===== src/shared/csx_pkg.sv =====
// counter set package: widths, moduli and reset values shared by the counter files
// assumes a single synchronous count clock domain
package csx_pkg;
  localparam int         DEC_W        = 4;
  localparam logic [3:0] DEC_LAST     = 4'h9;
  localparam logic [3:0] DEC_ZERO     = 4'h0;
  localparam int         RIP_W        = 4;
  localparam int         SYN_W        = 5;
  localparam int         UD_W         = 4;
  localparam int         RING_W       = 5;
  localparam int         TWR_W        = 5;
  localparam int         VM_W         = 8;
  localparam logic [3:0] VM_LO_LAST   = 4'h9;
  localparam logic [3:0] VM_HI_LAST   = 4'hf;
  localparam logic [7:0] VM_TERM      = 8'hf9;  // 159: high nibble 15, decade 9
  localparam logic [7:0] VM_START_DEF = 8'he2;  // 142 coded as 14*10+2, modulus 18
  localparam int         VM_MOD_MAX   = 160;
  localparam logic       BIT_ONE      = 1'b1;
  localparam logic       BIT_ZERO     = 1'b0;
endpackage


===== src/rtl/csx_ring.sv =====
// ring and twisted-ring counters with self-correcting feedback
// assumes clear and the count clock are synchronous to clk
`timescale 1ns/1ps
module csx_ring
  import csx_pkg::*;
#(
  parameter int RW = RING_W,
  parameter int TW = TWR_W
) (
  input  wire logic          clk,
  input  wire logic          reset,
  input  wire logic          clear,
  output logic [RW-1:0]      ringQ,
  output logic [TW-1:0]      twistQ
);
  // taps for twisted ring: floor(n/3)+1 last stages
  localparam int TAPS = TW / 3 + 1;

  logic [RW-1:0] ring_reg;
  logic [TW-1:0] twist_reg;
  wire           ringGatedBusy;
  wire           ringFeed;
  wire           twistFeed;

  ////////////////////////////////////////////////////////////////////////////
  // ring feeds zero while any gated stage (all but the last) holds a one
  assign ringGatedBusy = |ring_reg[RW-2:0];
  assign ringFeed      = ~ringGatedBusy;
  // twisted ring as a j-k first stage: j is the last inverted output, k is the
  // nor of the inverted taps, so a stray pattern drains back into the main loop
  assign twistFeed = (~twist_reg[TW-1] & ~twist_reg[0])
                     | (~(&twist_reg[TW-1 -: TAPS]) & twist_reg[0]);

  // both shift every clock; clear gives a defined start
  always_ff @(posedge clk or posedge reset) begin
    if (reset) begin
      ring_reg  <= '0;
      twist_reg <= '0;
    end else if (clear) begin
      ring_reg  <= '0;
      twist_reg <= '0;
    end else begin
      ring_reg  <= {ring_reg[RW-2:0], ringFeed};
      twist_reg <= {twist_reg[TW-2:0], twistFeed};
    end
  end

  assign ringQ  = ring_reg;
  assign twistQ = twist_reg;
endmodule


===== src/rtl/csx_varmod.sv =====
// variable-modulus counter: decade cascaded with modulo-16, load at 159
// assumes startValue is held stable by the user, coded as tens-of-sixteen/decade
`timescale 1ns/1ps
module csx_varmod
  import csx_pkg::*;
(
  input  wire logic            clk,
  input  wire logic            reset,
  input  wire logic            clear,
  input  wire logic [VM_W-1:0] startValue,
  output logic      [VM_W-1:0] countQ,
  output logic                 loadLatch
);
  logic [VM_W-1:0] cnt_reg;
  logic            latch_reg;
  wire             atTerm;
  wire             loCarry;
  wire [3:0]       loNext;
  wire [3:0]       hiNext;

  ////////////////////////////////////////////////////////////////////////////
  // last natural count detector and cascaded next state
  assign atTerm  = (cnt_reg == VM_TERM);
  assign loCarry = (cnt_reg[3:0] == VM_LO_LAST);
  assign loNext  = loCarry ? DEC_ZERO : cnt_reg[3:0] + 4'h1;
  assign hiNext  = loCarry ? cnt_reg[7:4] + 4'h1 : cnt_reg[7:4];

  // latch set by detection drives the load strobe; next edge clears it
  always_ff @(posedge clk or posedge reset) begin
    if (reset) begin
      cnt_reg   <= '0;
      latch_reg <= BIT_ZERO;
    end else if (clear) begin
      cnt_reg   <= '0;
      latch_reg <= BIT_ZERO;
    end else begin
      latch_reg <= atTerm;
      cnt_reg   <= atTerm ? startValue : {hiNext, loNext};
    end
  end

  assign countQ    = cnt_reg;
  assign loadLatch = latch_reg;
endmodule


===== src/rtl/csx_counters.sv =====
// top of the counter set: decade, ripple, divide-by-32, up/down, cascade, rings
// assumes all inputs synchronous to clk; ripple stages modelled as enabled toggles
`timescale 1ns/1ps
module csx_counters
  import csx_pkg::*;
(
  input  wire logic              clk,
  input  wire logic              reset,
  input  wire logic              clear,
  input  wire logic              countIn,
  input  wire logic              countDown,
  input  wire logic              rippleDown,
  input  wire logic              presetLoad,
  input  wire logic [DEC_W-1:0]  presetValue,
  input  wire logic              storeStrobe,
  input  wire logic [VM_W-1:0]   startValue,
  output logic      [DEC_W-1:0]  decadeQ,
  output logic      [RIP_W-1:0]  rippleQ,
  output logic      [SYN_W-1:0]  div32Q,
  output logic      [UD_W-1:0]   upDownQ,
  output logic      [DEC_W-1:0]  cascadeQ,
  output logic      [DEC_W-1:0]  storeQ,
  output logic      [RING_W-1:0] ringQ,
  output logic      [TWR_W-1:0]  twistQ,
  output logic      [VM_W-1:0]   varModQ,
  output logic                   varModLoad
);
  logic [DEC_W-1:0] dec_reg;
  logic [RIP_W-1:0] rip_reg;
  logic [SYN_W-1:0] syn_reg;
  logic [UD_W-1:0]  ud_reg;
  logic [DEC_W-1:0] cas_reg;
  logic [DEC_W-1:0] store_reg;
  logic             cin_reg;
  logic             dir_reg;
  logic             rdir_reg;

  // decade successor, used by decade and cascade counters
  function automatic logic [DEC_W-1:0] decNext(input logic [DEC_W-1:0] v);
    decNext = (v == DEC_LAST) ? DEC_ZERO : v + 4'h1;
  endfunction

  ////////////////////////////////////////////////////////////////////////////
  // count clock rising edge; up/down stage clocks forced low while it is low
  wire countEdge = countIn & ~cin_reg;
  wire udClkGate = countIn & ~cin_reg;

  // ripple: each stage steps when previous stage output makes its leading edge
  wire [RIP_W-1:0] ripStep;
  assign ripStep[0] = countEdge;
  genvar g;
  generate
    for (g = 1; g < RIP_W; g++) begin : gRip
      // up: previous true output falls (inverted rises); down: true output rises
      assign ripStep[g] = ripStep[g-1] &
                          (rdir_reg ? ~rip_reg[g-1] : rip_reg[g-1]);
    end
  endgenerate

  // divide-by-32: toggle enables from and of lower stages, fifth with extra gate
  wire [SYN_W-1:0] synEn;
  assign synEn[0] = BIT_ONE;
  generate
    for (g = 1; g < SYN_W - 1; g++) begin : gSyn
      assign synEn[g] = &syn_reg[g-1:0];
    end
  endgenerate
  assign synEn[SYN_W-1] = ~(|(~syn_reg[SYN_W-2:0]));

  // up/down: identical cell, direction sampled only between count edges
  wire [UD_W-1:0] udEn;
  assign udEn[0] = udClkGate;
  generate
    for (g = 1; g < UD_W; g++) begin : gUd
      assign udEn[g] = udEn[g-1] & (dir_reg ? ~ud_reg[g-1] : ud_reg[g-1]);
    end
  endgenerate

  ////////////////////////////////////////////////////////////////////////////
  // input capture; direction registered away from the edge so a swap is clean
  always_ff @(posedge clk or posedge reset) begin
    if (reset) begin
      cin_reg  <= BIT_ZERO;
      dir_reg  <= BIT_ZERO;
      rdir_reg <= BIT_ZERO;
    end else begin
      cin_reg  <= countIn;
      if (!countEdge) dir_reg  <= countDown;
      if (!countEdge) rdir_reg <= rippleDown;
    end
  end

  // counters proper
  always_ff @(posedge clk or posedge reset) begin
    if (reset) begin
      dec_reg   <= '0;
      rip_reg   <= '0;
      syn_reg   <= '0;
      ud_reg    <= '0;
      cas_reg   <= '0;
      store_reg <= '0;
    end else if (clear) begin
      dec_reg   <= '0;
      rip_reg   <= '0;
      syn_reg   <= '0;
      ud_reg    <= '0;
      cas_reg   <= '0;
      store_reg <= '0;
    end else begin
      if (countEdge) dec_reg <= decNext(dec_reg);
      if (countEdge) syn_reg <= syn_reg ^ synEn;
      rip_reg <= rip_reg ^ ripStep;
      ud_reg  <= ud_reg ^ udEn;
      if (presetLoad) cas_reg <= presetValue;
      else if (countEdge) cas_reg <= decNext(cas_reg);
      if (storeStrobe) store_reg <= cas_reg;
    end
  end

  ////////////////////////////////////////////////////////////////////////////
  // self-correcting rings, shifted on every clk edge; the count edge is not used
  logic [RING_W-1:0] ringW;
  logic [TWR_W-1:0]  twistW;
  csx_ring #(.RW(RING_W), .TW(TWR_W)) uRing (
    .clk    (clk),
    .reset  (reset),
    .clear  (clear),
    .ringQ  (ringW),
    .twistQ (twistW)
  );

  // variable-modulus counter
  logic [VM_W-1:0] vmW;
  logic            vmLoadW;
  csx_varmod uVar (
    .clk        (clk),
    .reset      (reset),
    .clear      (clear),
    .startValue (startValue),
    .countQ     (vmW),
    .loadLatch  (vmLoadW)
  );

  // outputs all come from flip-flops
  assign decadeQ    = dec_reg;
  assign rippleQ    = rip_reg;
  assign div32Q     = syn_reg;
  assign upDownQ    = ud_reg;
  assign cascadeQ   = cas_reg;
  assign storeQ     = store_reg;
  assign ringQ      = ringW;
  assign twistQ     = twistW;
  assign varModQ    = vmW;
  assign varModLoad = vmLoadW;
endmodule


===== config.mk =====
export PLATFORM = sky130hd
export DESIGN_NAME = csx_counters
export DESIGN_NICKNAME = d
export VERILOG_FILES = /design/src/shared/csx_pkg.sv /design/src/rtl/csx_ring.sv /design/src/rtl/csx_varmod.sv /design/src/rtl/csx_counters.sv
export SDC_FILE = /design/constraint.sdc
export NUM_CORES = 1
export LEC_CHECK = 0
export ABC_AREA = 1
export BUFFER_PORTS_ARGS = -buffer_cell sky130_fd_sc_hd__buf_2
export CORE_ASPECT_RATIO = 1.5
export CORE_MARGIN = 4
export CORE_UTILIZATION = 56
export CTS_CLUSTER_DIAMETER = 200
export DETAILED_ROUTE_END_ITERATION = 10
export HOLD_SLACK_MARGIN = 0.05
export PLACE_DENSITY_LB_ADDON = 0.3
export SLEW_MARGIN = 20
export SYNTH_ARGS = -nofsm -noshare
export SYNTH_HDL_FRONTEND = slang
export SYNTH_SLANG_ARGS = --single-unit

===== constraint.sdc =====
create_clock -name clk -period 4.05 [get_ports clk]
set_input_delay 0.405 -clock clk [delete_from_list [all_inputs] [get_ports clk]]
set_output_delay 0.405 -clock clk [all_outputs]
set_load 0.01 [all_outputs]

==> run_results.csv, run 1 <==
group,metric,value,unit
worst_setup_path,worst_r2r_endpoint,"uVar.countQ[5]$_DFFE_PP0P_",
die,ios,64,
placed_design,dpl-instance-area,0.00262,mm^2
synthesis,synth_area_leaders,"dfrtp_1 (52%), nand2_1 (11%), nand3_1 (7.7%)",
timing,clock_skew,8.51,ps
timing,fmax,0.701,GHz
global_route,grt.overflow.total,0,
worst_setup_path,critical_path_class,"flop to flop",
drt,route.detailed.wl_per_inst,12.7,um
final_layout,fill_cells,365,
synthesis,postSynthAreaPerCell,8.32,um^2
timing,slew_violations,0,
synthesis,ys_seq_area_share,51.6,%
clock_network,holdBufCountCts,0,
worst_setup_path,rr_worst_depth,6,
timing,finalCritPeriodShare,35.2,%
clock_network,clock_path_buffers,2,
worst_setup_path,path_max_fanout,6,
final_layout,fin_area,0.00272,mm^2
min_path,hp-class,"primary input to flop",
clock_network,path_clk_slew,90,ps
final_layout,drive_above_1_share,26.2,%
global_route,grt_max_degree,48,
drt,drt_first_iter_violations,92,
die,rows,28,
die,die_y,86.2,um
die,coreArea,0.00392,mm^2
drt,drc_errors,0,
synthesis,synth-seq-cells,47,
die,die_x,60.1,um
timing,rsz0062_at_grt,"false",
final_layout,nets,364,
run_status,status,"finished, final reports clean",
final_layout,largest_register_ffs,8,
clock_network,clkLatencyLatePin,300,ps
power,leakage,1.52,nW
synthesis,synth_cell_type_count,29,
worst_setup_path,r2r_setup_slack,2620,ps
worst_setup_path,critPathBufInv,1,
clock_network,cts.sinks,47,
power,peakVddDrop,321,uV
final_layout,diodes,0,
timing,setup_violations,0,
worst_setup_path,cp.required,4240,ps
clock_network,cts_buffers,5,
synthesis,synth_area,0.00228,mm^2
synthesis,yosysWarnings,0,
worst_setup_path,arrival,1620,ps
placed_design,gp_congestion,0.806,
global_route,antenna_found_initial,0,
worst_setup_path,end_kind,"flop",
final_layout,utilization,69.4,%
timing,period_needed,1430,ps
timing,tns,0,ps
synthesis,syn_inst,274,
drt,detail-route-antenna-nets,0,
placed_design,dpl.hpwl,3.63,mm
worst_setup_path,crit_path_start_kind,"flop",
power,powerDensity,346,mW/mm^2
placed_design,io_buffers,63,
clock_network,cts_root_buf,"clkbuf_8",
worst_setup_path,crit_slowest_cell,"dfrtp_1",
clock_network,cts_setup_buffers,0,
synthesis,synth_top_cell_area_share,51.6,%
clock_network,cts_resized,0,
worst_setup_path,r2r_start,"uVar.countQ[4]$_DFFE_PP0P_",
timing,maxSlewHeadroom,36.5,%
clock_network,cts_tree,"done",
die,fp.dieArea,0.00518,mm^2
placed_design,dp.cells,377,
synthesis,yosysTopAreaCell,"dfrtp_1",
min_path,worstHoldStart,"countIn",
final_layout,syn_to_final_growth,19.4,%
worst_setup_path,critPathMaxStageDelay,440,ps
worst_setup_path,cp.depth,6,
drt,vias_per_cell,5.18,
timing,hold_viol_final,0,
job,max-cap-violations,0,
drt,vias,1994,
global_route,grt_use_total,21.6,%
min_path,hold_path_depth,1,
synthesis,syn_nets,299,
min_path,whs_endpoint,"cin_reg$_DFF_PP0_",
worst_setup_path,path_cells,"ha_1, nand3_2, inv_2, or2_2, nand3_1, nand2_1",
final_layout,fin_cells,385,
drt,wirelength,4.88,mm
global_route,grt_pass1_vias,1970,
global_route,grt_pass1_wl,8.53,mm
timing,tightest_slew,951,ps
clock_network,htreeDepth,2,
die,start_util,58.1,%
drt,firstDrtPassIters,4,
worst_setup_path,path_delay_family,"simple AND/OR/NAND/NOR gates",
==> report_power, final <==
group | internal (mW) | switching, mW
Combinational | 0.0468 | 0.0783
Sequential | 0.491 | 0.0236
Clock | 0.156 | 0.148
==> cells in the final DEF, fill, tap and decap left out <==
cell type / count
inv_2: 4
o21ai_0: 7
clkbuf_1: 1
o22ai_1: 5
nand2_1: 64
buf_2: 63
xor2_1: 3
nor2_4: 2
or2_2: 4
or2_0: 1
nor2_1: 23
clkinv_1: 1
nand4_1: 2
dfrtp_1: 47
nand3_2: 1
ha_1: 5
a21oi_1: 14
nand2_2: 3
nand2_4: 1
o21ai_1: 5
clkbuf_8: 7
nor2_2: 3
inv_4: 1
nand3b_1: 3
mux2i_1: 2
xnor2_1: 1
inv_1: 30
nand3_1: 35
nor3_1: 2
==> how the worst max path moves through the flow <==
stage	end	from
after floorplan	cascadeQ[0]$_DFFE_PP0P_	reset
after global placement	cascadeQ[3]$_DFFE_PP0P_	clear
after detailed placement	cascadeQ[3]$_DFFE_PP0P_	clear
after CTS	uVar.countQ[5]$_DFFE_PP0P_	uVar.countQ[4]$_DFFE_PP0P_
after global routing	uVar.countQ[5]$_DFFE_PP0P_	uVar.countQ[4]$_DFFE_PP0P_
final	uVar.countQ[5]$_DFFE_PP0P_	uVar.countQ[4]$_DFFE_PP0P_
==> kinds of logic (layout without fill, tap and decap cells) <==
group / Yosys count / in the layout / share of synthesized area [%]
buffers and inverters: 41 / 107 / 7.30
xor gates and xnor gates: 4 / 4 / 1.54
muxes: 2 / 2 / 0.878
DFF: 47 / 47 / 51.6
AOI/OAI and AO/OA: 31 / 31 / 7.08
and+or+nand+nor: 144 / 144 / 28.9
adders and majority gates: 5 / 5 / 2.74
==> synth_stat cells <==
cell / number
dfrtp_1: 47
clkbuf_1: 1
nand2_1: 64
or2_0: 1
nor2_4: 2
mux2i_1: 2
buf_4: 2
a21oi_1: 14
o22ai_1: 5
o21ai_1: 5
xor2_1: 3
nand3_2: 1
inv_2: 3
ha_1: 5
nand4_1: 2
nand3_1: 35
inv_1: 31
xnor2_1: 1
o21ai_0: 7
nor2_2: 3
buf_2: 2
nand2_2: 3
nor3_1: 2
clkinv_1: 1
nand3b_1: 3
or2_2: 4
nor2_1: 23
nand2_4: 1
inv_4: 1
==> through the flow <==
stage / setup WS [ps] / hold slack, ps / power [mW]
floorplan: 2530 / 436 / 0.602
global placement: 2630 / 457 / 0.647
detailed placement: 2590 / 464 / 0.650
CTS: 2610 / 238 / 0.955
global route: 2520 / 232 / 0.999
finish: 2620 / 244 / 0.944
==> per-layer routing <==
| layer | global-route usage [%] | part of all wire [%] |
|---|---|---|
| met1 | 25.7 | 41 |
| met2 | 37.0 | 53 |
| met3 | 4.67 | 4.7 |
| met4 | 8.27 | 1.5 |
| met5 | 0 | 0 |
==> final cells by class <==
class                   count  area [um^2]  area share (%)
flip-flops and latches     47         1180            43.2
well taps                  45         56.3            2.07
repair buffers             63          315            11.6
inverters                  36          138            5.05
multi-input cells         186          938            34.5
clock buffers               8          100            3.67
No activity file was read; power rests on OpenSTA's default activity.
==> run 2, diff against run 1 <==
--- a/config.mk
+++ b/config.mk
@@ -9,7 +9,7 @@
 export BUFFER_PORTS_ARGS = -buffer_cell sky130_fd_sc_hd__buf_2
 export CORE_ASPECT_RATIO = 1.5
 export CORE_MARGIN = 4
-export CORE_UTILIZATION = 56
+export CORE_UTILIZATION = 52
 export CTS_CLUSTER_DIAMETER = 200
 export DETAILED_ROUTE_END_ITERATION = 10
 export HOLD_SLACK_MARGIN = 0.05
==> constraint.sdc (replaced) <==
create_clock -name clk -period 1.45 [get_ports clk]
set_input_delay 0.145 -clock clk [delete_from_list [all_inputs] [get_ports clk]]
set_output_delay 0.145 -clock clk [all_outputs]
set_load 0.01 [all_outputs]
==> run 2 against run 1 <==
Against the previous run: wire length is 0.90% higher; die area is 6.8% higher; via count is 0.25% higher; cell count is 2.3% higher; sequential power grew to 2.8 times the previous value; global-route usage is 1.7 points lower; critical endpoint unchanged.
==> run_results.csv, run 2 (synthesis gave the netlist of run 1 again) <==
group,metric,value,unit
placed_design,dpl.hpwl,3.77,mm
timing,tns,0,ps
final_layout,fin_cells,394,
min_path,hp-class,"primary input to flop",
global_route,grt_max_degree,21,
worst_setup_path,cp.required,1630,ps
final_layout,drive_above_1_share,27.0,%
power,p_clk_share,27.6,%
min_path,hold_path_depth,3,
timing,clock_skew,1.98,ps
die,rows,29,
die,die_x,62.1,um
power,fin_total_pwr,2.50,mW
global_route,grt.overflow.total,0,
clock_network,cts.sinks,47,
power,sw_frac_of_total,26.4,%
timing,rsz0062_at_grt,"false",
timing,tightest_slew,442,ps
die,die_y,89.1,um
global_route,grt_pass1_wl,8.31,mm
placed_design,dp.cells,385,
worst_setup_path,arrival,1530,ps
timing,slew_violations,0,
job,max-cap-violations,0,
drt,route.detailed.wl_per_inst,12.5,um
worst_setup_path,path_max_fanout,6,
final_layout,diodes,0,
clock_network,cts_tree,"done",
worst_setup_path,r2r_start,"uVar.countQ[5]$_DFFE_PP0P_",
die,ios,64,
timing,fin_hold_ws,67.0,ps
timing,finalCritPeriodShare,93.0,%
min_path,worstHoldStart,"rippleDown",
clock_network,clkLatencyLatePin,280,ps
power,internal_power,1.84,mW
power,p_comb_share,15.0,%
global_route,antenna_found_initial,0,
die,coreArea,0.00425,mm^2
placed_design,gp_congestion,0.801,
die,start_util,53.7,%
drt,vias_per_cell,5.07,
drt,drt_first_iter_violations,68,
timing,hold_viol_final,0,
drt,detail-route-antenna-nets,0,
power,peakVddDrop,868,uV
clock_network,path_clk_slew,70,ps
drt,wirelength,4.92,mm
power,seqPwrFrac,57.4,%
clock_network,cts_buffers,5,
worst_setup_path,end_kind,"flop",
timing,maxSlewHeadroom,70.5,%
timing,period_needed,1350,ps
drt,vias,1999,
clock_network,clock_path_buffers,2,
final_layout,utilization,65.9,%
worst_setup_path,r2r_setup_slack,100,ps
drt,firstDrtPassIters,4,
die,fp.dieArea,0.00553,mm^2
worst_setup_path,crit_path_start_kind,"flop",
placed_design,io_buffers,63,
drt,drc_errors,0,
clock_network,cts_root_buf,"clkbuf_8",
final_layout,fill_cells,381,
final_layout,largest_register_ffs,8,
run_status,status,"finished, final reports clean",
timing,fmax,0.742,GHz
final_layout,syn_to_final_growth,22.7,%
worst_setup_path,rr_worst_depth,6,
final_layout,layout_common_cells,"nand2_1 (64), buf_2 (63), dfrtp_1 (47)",
power,leakage,1.56,nW
final_layout,layout_commonest_cell,"nand2_1",
global_route,grt_use_total,19.9,%
clock_network,htreeDepth,2,
clock_network,cts_setup_buffers,0,
worst_setup_path,worst_r2r_endpoint,"uVar.countQ[5]$_DFFE_PP0P_",
power,switching_power,0.660,mW
final_layout,nets,374,
min_path,whs_endpoint,"rdir_reg$_DFFE_PP0N_",
worst_setup_path,cp-startpoint,"uVar.countQ[5]$_DFFE_PP0P_",
timing,setup_violations,0,
worst_setup_path,critical_path_class,"flop to flop",
power,powerDensity,895,mW/mm^2
global_route,grt_pass1_vias,1973,
run 2: worst max path at each step:
stage / end / slack, ps / cells past startpoint
finish: uVar.countQ[5]$_DFFE_PP0P_ / 100 / 6
global placement: uVar.countQ[5]$_DFFE_PP0P_ / 190 / 6
detailed placement: uVar.countQ[5]$_DFFE_PP0P_ / 120 / 6
CTS: uVar.countQ[5]$_DFFE_PP0P_ / 100 / 6
floorplan: uVar.countQ[5]$_DFFE_PP0P_ / 80 / 6
global route: uVar.countQ[5]$_DFFE_PP0P_ / 30 / 6
run 2: critical path: stages, from the launching register on:
cell	delay (ps)
dfrtp_1	420
ha_1	240
nand3_2	110
inv_2	70
or2_2	270
nand3_1	70
nand2_1	50
run 2: power by group through the flow:
stage / clock network (mW) / registers (mW) / logic [mW]
finish: 0.691 / 1.44 / 0.375
floorplan: 0 / 1.48 / 0.202
CTS: 0.725 / 1.44 / 0.379
detailed placement: 0 / 1.46 / 0.372
global placement: 0 / 1.46 / 0.363
global route: 0.767 / 1.45 / 0.430
run 2: final cells by class:
type	count	area (um^2)	share of cell area (%)
Sequential cell	47	1180	42.0
Multi-Input combinational cell	186	943	33.7
Timing Repair Buffer	73	410	14.7
Inverter	36	138	4.92
Clock buffer	6	72.6	2.59
Tap cell	46	57.6	2.06
run 2: what timing repair did:
| action | 4_1_cts | 5_1_grt |
|---|---|---|
| endpoints found under the hold margin | 20 | 0 |
| resized for setup | 0 | 1 |
| setup endpoints to repair | 0 | 1 |
| hold buffers | 3 | 0 |
run 2: metal layers:
| metal | vias to the layer above | track usage [%] | share of wire [%] |
|---|---|---|---|
| li1 | 1028 | - | - |
| met1 | 925 | 24.3 | 42 |
| met2 | 44 | 34.0 | 52 |
| met3 | 2 | 4.05 | 4.7 |
| met4 | 0 | 6.76 | 0.63 |
| met5 | - | 0 | 0 |
run 2: metrics by stage:
step | instance area (um^2) | worst slack, ps
2_1_floorplan | 2280 | 80.2
3_3_place_gp | 2690 | 187
3_5_place_dp | 2690 | 116
4_1_cts | 2790 | 101
5_1_grt | 2800 | 31.5
6_report | 2800 | 102
==> run 3, diff against run 2 <==
--- a/config.mk
+++ b/config.mk
@@ -5,11 +5,10 @@
 export SDC_FILE = /design/constraint.sdc
 export NUM_CORES = 1
 export LEC_CHECK = 0
-export ABC_AREA = 1
 export BUFFER_PORTS_ARGS = -buffer_cell sky130_fd_sc_hd__buf_2
 export CORE_ASPECT_RATIO = 1.5
 export CORE_MARGIN = 4
-export CORE_UTILIZATION = 52
+export CORE_UTILIZATION = 51
 export CTS_CLUSTER_DIAMETER = 200
 export DETAILED_ROUTE_END_ITERATION = 10
 export HOLD_SLACK_MARGIN = 0.05
==> run 3 against run 2 <==
Against the previous run: clock-buffer cell count unchanged; fmax down 10%; global-route usage down 1.2 points; sequential power about the same; the run now ends with negative setup slack left; synthesized cell count down 20%; hold slack better by 30 ps; first-iteration DRC count down 1.5%; flip-flop and latch count unchanged; wire length up 3.9%; cell count down 9.1%; setup slack worse by 150 ps; synthesized area down 0.77%.
==> run_results.csv, run 3 <==
group,metric,value,unit
synthesis,postSynthAreaPerCell,10.3,um^2
worst_setup_path,critPathBufInv,0,
clock_network,clkLatencyLatePin,300,ps
synthesis,ys_dominant_reg_cell,"dfrtp_1",
global_route,grt_max_degree,48,
synthesis,synth_xor_area_share,3.48,%
timing,tns,-94.0,ps
job,max-cap-violations,0,
synthesis,synth-seq-cells,47,
run_status,status,"complete, but fails checks",
die,die_y,89.6,um
final_layout,utilization,71.4,%
synthesis,syn_inst,220,
placed_design,dpl.hpwl,3.52,mm
clock_network,htreeDepth,2,
synthesis,post-synth-top-count-cell,"dfrtp_1",
placed_design,gp_congestion,0.791,
final_layout,seq_area,0.00118,mm^2
synthesis,synthMuxAreaShare,4.20,%
synthesis,synth_edf_count,0,
final_layout,fill_cells,334,
timing,maxSlewHeadroom,67.5,%
synthesis,synth_top_family_by_area,"simple AND/OR/NAND/NOR gates",
synthesis,yosysWarnings,0,
power,fin_total_pwr,2.81,mW
global_route,grt_pass1_vias,1840,
synthesis,synth_common_cells,"dfrtp_1 (47), nor2_1 (20), nand2_1 (17), a21oi_1 (16), nor2b_1 (16)",
synthesis,synthArstFlopShare,100,%
final_layout,layout_common_cells,"buf_2 (63), dfrtp_1 (45), buf_4 (27)",
worst_setup_path,end_kind,"flop",
die,die_x,62.4,um
min_path,hp-class,"primary input to flop",
global_route,antenna_found_initial,0,
synthesis,syn_nets,245,
worst_setup_path,path_delay_family,"simple AND/OR/NAND/NOR gates",
worst_setup_path,crit_slowest_cell,"or4b_4",
worst_setup_path,crit_path_start_kind,"flop",
worst_setup_path,cp.required,1640,ps
clock_network,cts.sinks,47,
clock_network,cts_root_buf,"clkbuf_8",
timing,slew_violations,0,
worst_setup_path,critical_path_class,"flop to flop",
worst_setup_path,arrival,1690,ps
synthesis,synth_area_leaders,"dfrtp_1 (52%), nor2b_1 (4.4%), a21oi_1 (3.5%)",
synthesis,synth_compound_area_share,12.7,%
power,peakVddDrop,1050,uV
global_route,grt.overflow.total,0,
worst_setup_path,path_max_fanout,4,
timing,clock_skew,6.46,ps
drt,detail-route-antenna-nets,0,
synthesis,synth_top_cell_area_share,52.0,%
drt,route.detailed.wl_per_inst,14.3,um
final_layout,largest_register_ffs,8,
final_layout,syn_to_final_growth,33.8,%
global_route,grt_pass1_wl,8.47,mm
clock_network,cts_tree,"done",
power,leakage,1.52,nW
die,coreArea,0.00425,mm^2
clock_network,clock_path_buffers,2,
drt,firstDrtPassIters,4,
timing,setup_violations,3,
run_status,violations,"negative setup slack",
drt,vias,1947,
synthesis,synth_fa_ha_area_share,2.76,%
timing,period_needed,1500,ps
timing,rsz0062_at_grt,"true",
drt,drc_errors,0,
clock_network,path_clk_slew,80,ps
drt,wirelength,5.11,mm
placed_design,io_buffers,63,
timing,hold_viol_final,0,
timing,fmax,0.665,GHz
die,start_util,53.3,%
worst_setup_path,path_cells,"or4b_4, a21oi_2, mux2_4",
synthesis,ys_seq_area_share,52.0,%
final_layout,nets,337,
drt,vias_per_cell,5.44,
synthesis,yosysTopAreaCell,"dfrtp_1",
placed_design,dp_slack,-68.2,ps
clock_network,cts_buffers,5,
synthesis,synth_cell_type_count,42,
timing,finalWorstSetupSlack,-52.8,ps
die,fp.dieArea,0.00559,mm^2
final_layout,multi_input_area,0.00107,mm^2
timing,finalCritPeriodShare,104,%
synthesis,synth_area,0.00226,mm^2
final_layout,fin_cells,358,
final_layout,layout_commonest_cell,"buf_2",
die,ios,64,
synthesis,yosys.area_share.simple,21.4,%
drt,drt_first_iter_violations,67,
die,rows,29,
final_layout,diodes,0,
power,powerDensity,927,mW/mm^2
final_layout,drive_above_1_share,39.4,%
timing,tightest_slew,487,ps
global_route,grt_use_total,18.7,%
placed_design,dp.cells,345,
worst_setup_path,critPathMaxStageDelay,520,ps
-- run 3: where the power goes --
group / switching (mW) / total [mW] / internal [mW]
registers: 0.0445 / 1.41 / 1.37
logic: 0.231 / 0.464 / 0.233
clock network: 0.423 / 0.929 / 0.506
-- run 3: worst paths after layout --
kind | from | end | slack, ps | cells after the start
setup / recovery | rippleQ[1]$_DFF_PP0_ | rippleQ[3]$_DFF_PP0_ | -50 | 3
max in group asynchronous | reset | upDownQ[0]$_DFF_PP0_ | 800 | 4
setup reg to reg | rippleQ[1]$_DFF_PP0_ | rippleQ[3]$_DFF_PP0_ | -50 | 3
min in group asynchronous | reset | storeQ[0]$_DFFE_PP0P_ | 410 | 4
hold reg to reg | uRing.twistQ[4]$_DFF_PP0_ | uRing.twistQ[0]$_DFF_PP0_ | 450 | 1
hold / removal | startValue[0] | uVar.countQ[0]$_DFF_PP0_ | 100 | 3
-- run 3: logic make-up after synthesis --
group,count (synthesis)
compound gates,44
fa+ha+maj,5
buf+inv,19
mux,9
simple gates,87
xor+xnor,9
flops,47
-- run 3: layout make-up --
| class | instances | share of cell area (%) |
|---|---|---|
| flip-flops and latches | 47 | 38.9 |
| repair buffers | 96 | 19.5 |
| multi-input cells | 154 | 35.4 |
| well taps | 46 | 1.90 |
| inverters | 8 | 0.991 |
| clock inverters | 1 | 0.991 |
| clock buffers | 6 | 2.40 |
-- run 3: routing by layer --
layer,track usage (%),share of wire [%],vias up
met4,5.79,1.4,0
met3,4.23,4.4,5
met2,33.8,53,39
met5,0,0,-
met1,22.2,42,948
li1,-,-,955
-- run 3: tightest hold or removal path, stage by stage --
cell	delay [ps]
buf_2	100
nand3_1	50
a21oi_1	60
-- run 3: stage by stage --
step / instance area, um^2 / hold slack (ps)
3_3_place_gp: 2820 / 204
6_report: 3030 / 97.2
2_1_floorplan: 2280 / 176
4_1_cts: 2980 / 93.0
5_1_grt: 3030 / 98.3
3_5_place_dp: 2820 / 208
-- run 3: timing repair --
action                                 in CTS  in global routing
hold buffers                                4                  0
resized for setup                           3                 11
pin swaps                                   0                  2
setup endpoints to repair                   4                  9
buffers inserted                            1                  1
endpoints found under the hold margin      50                  0
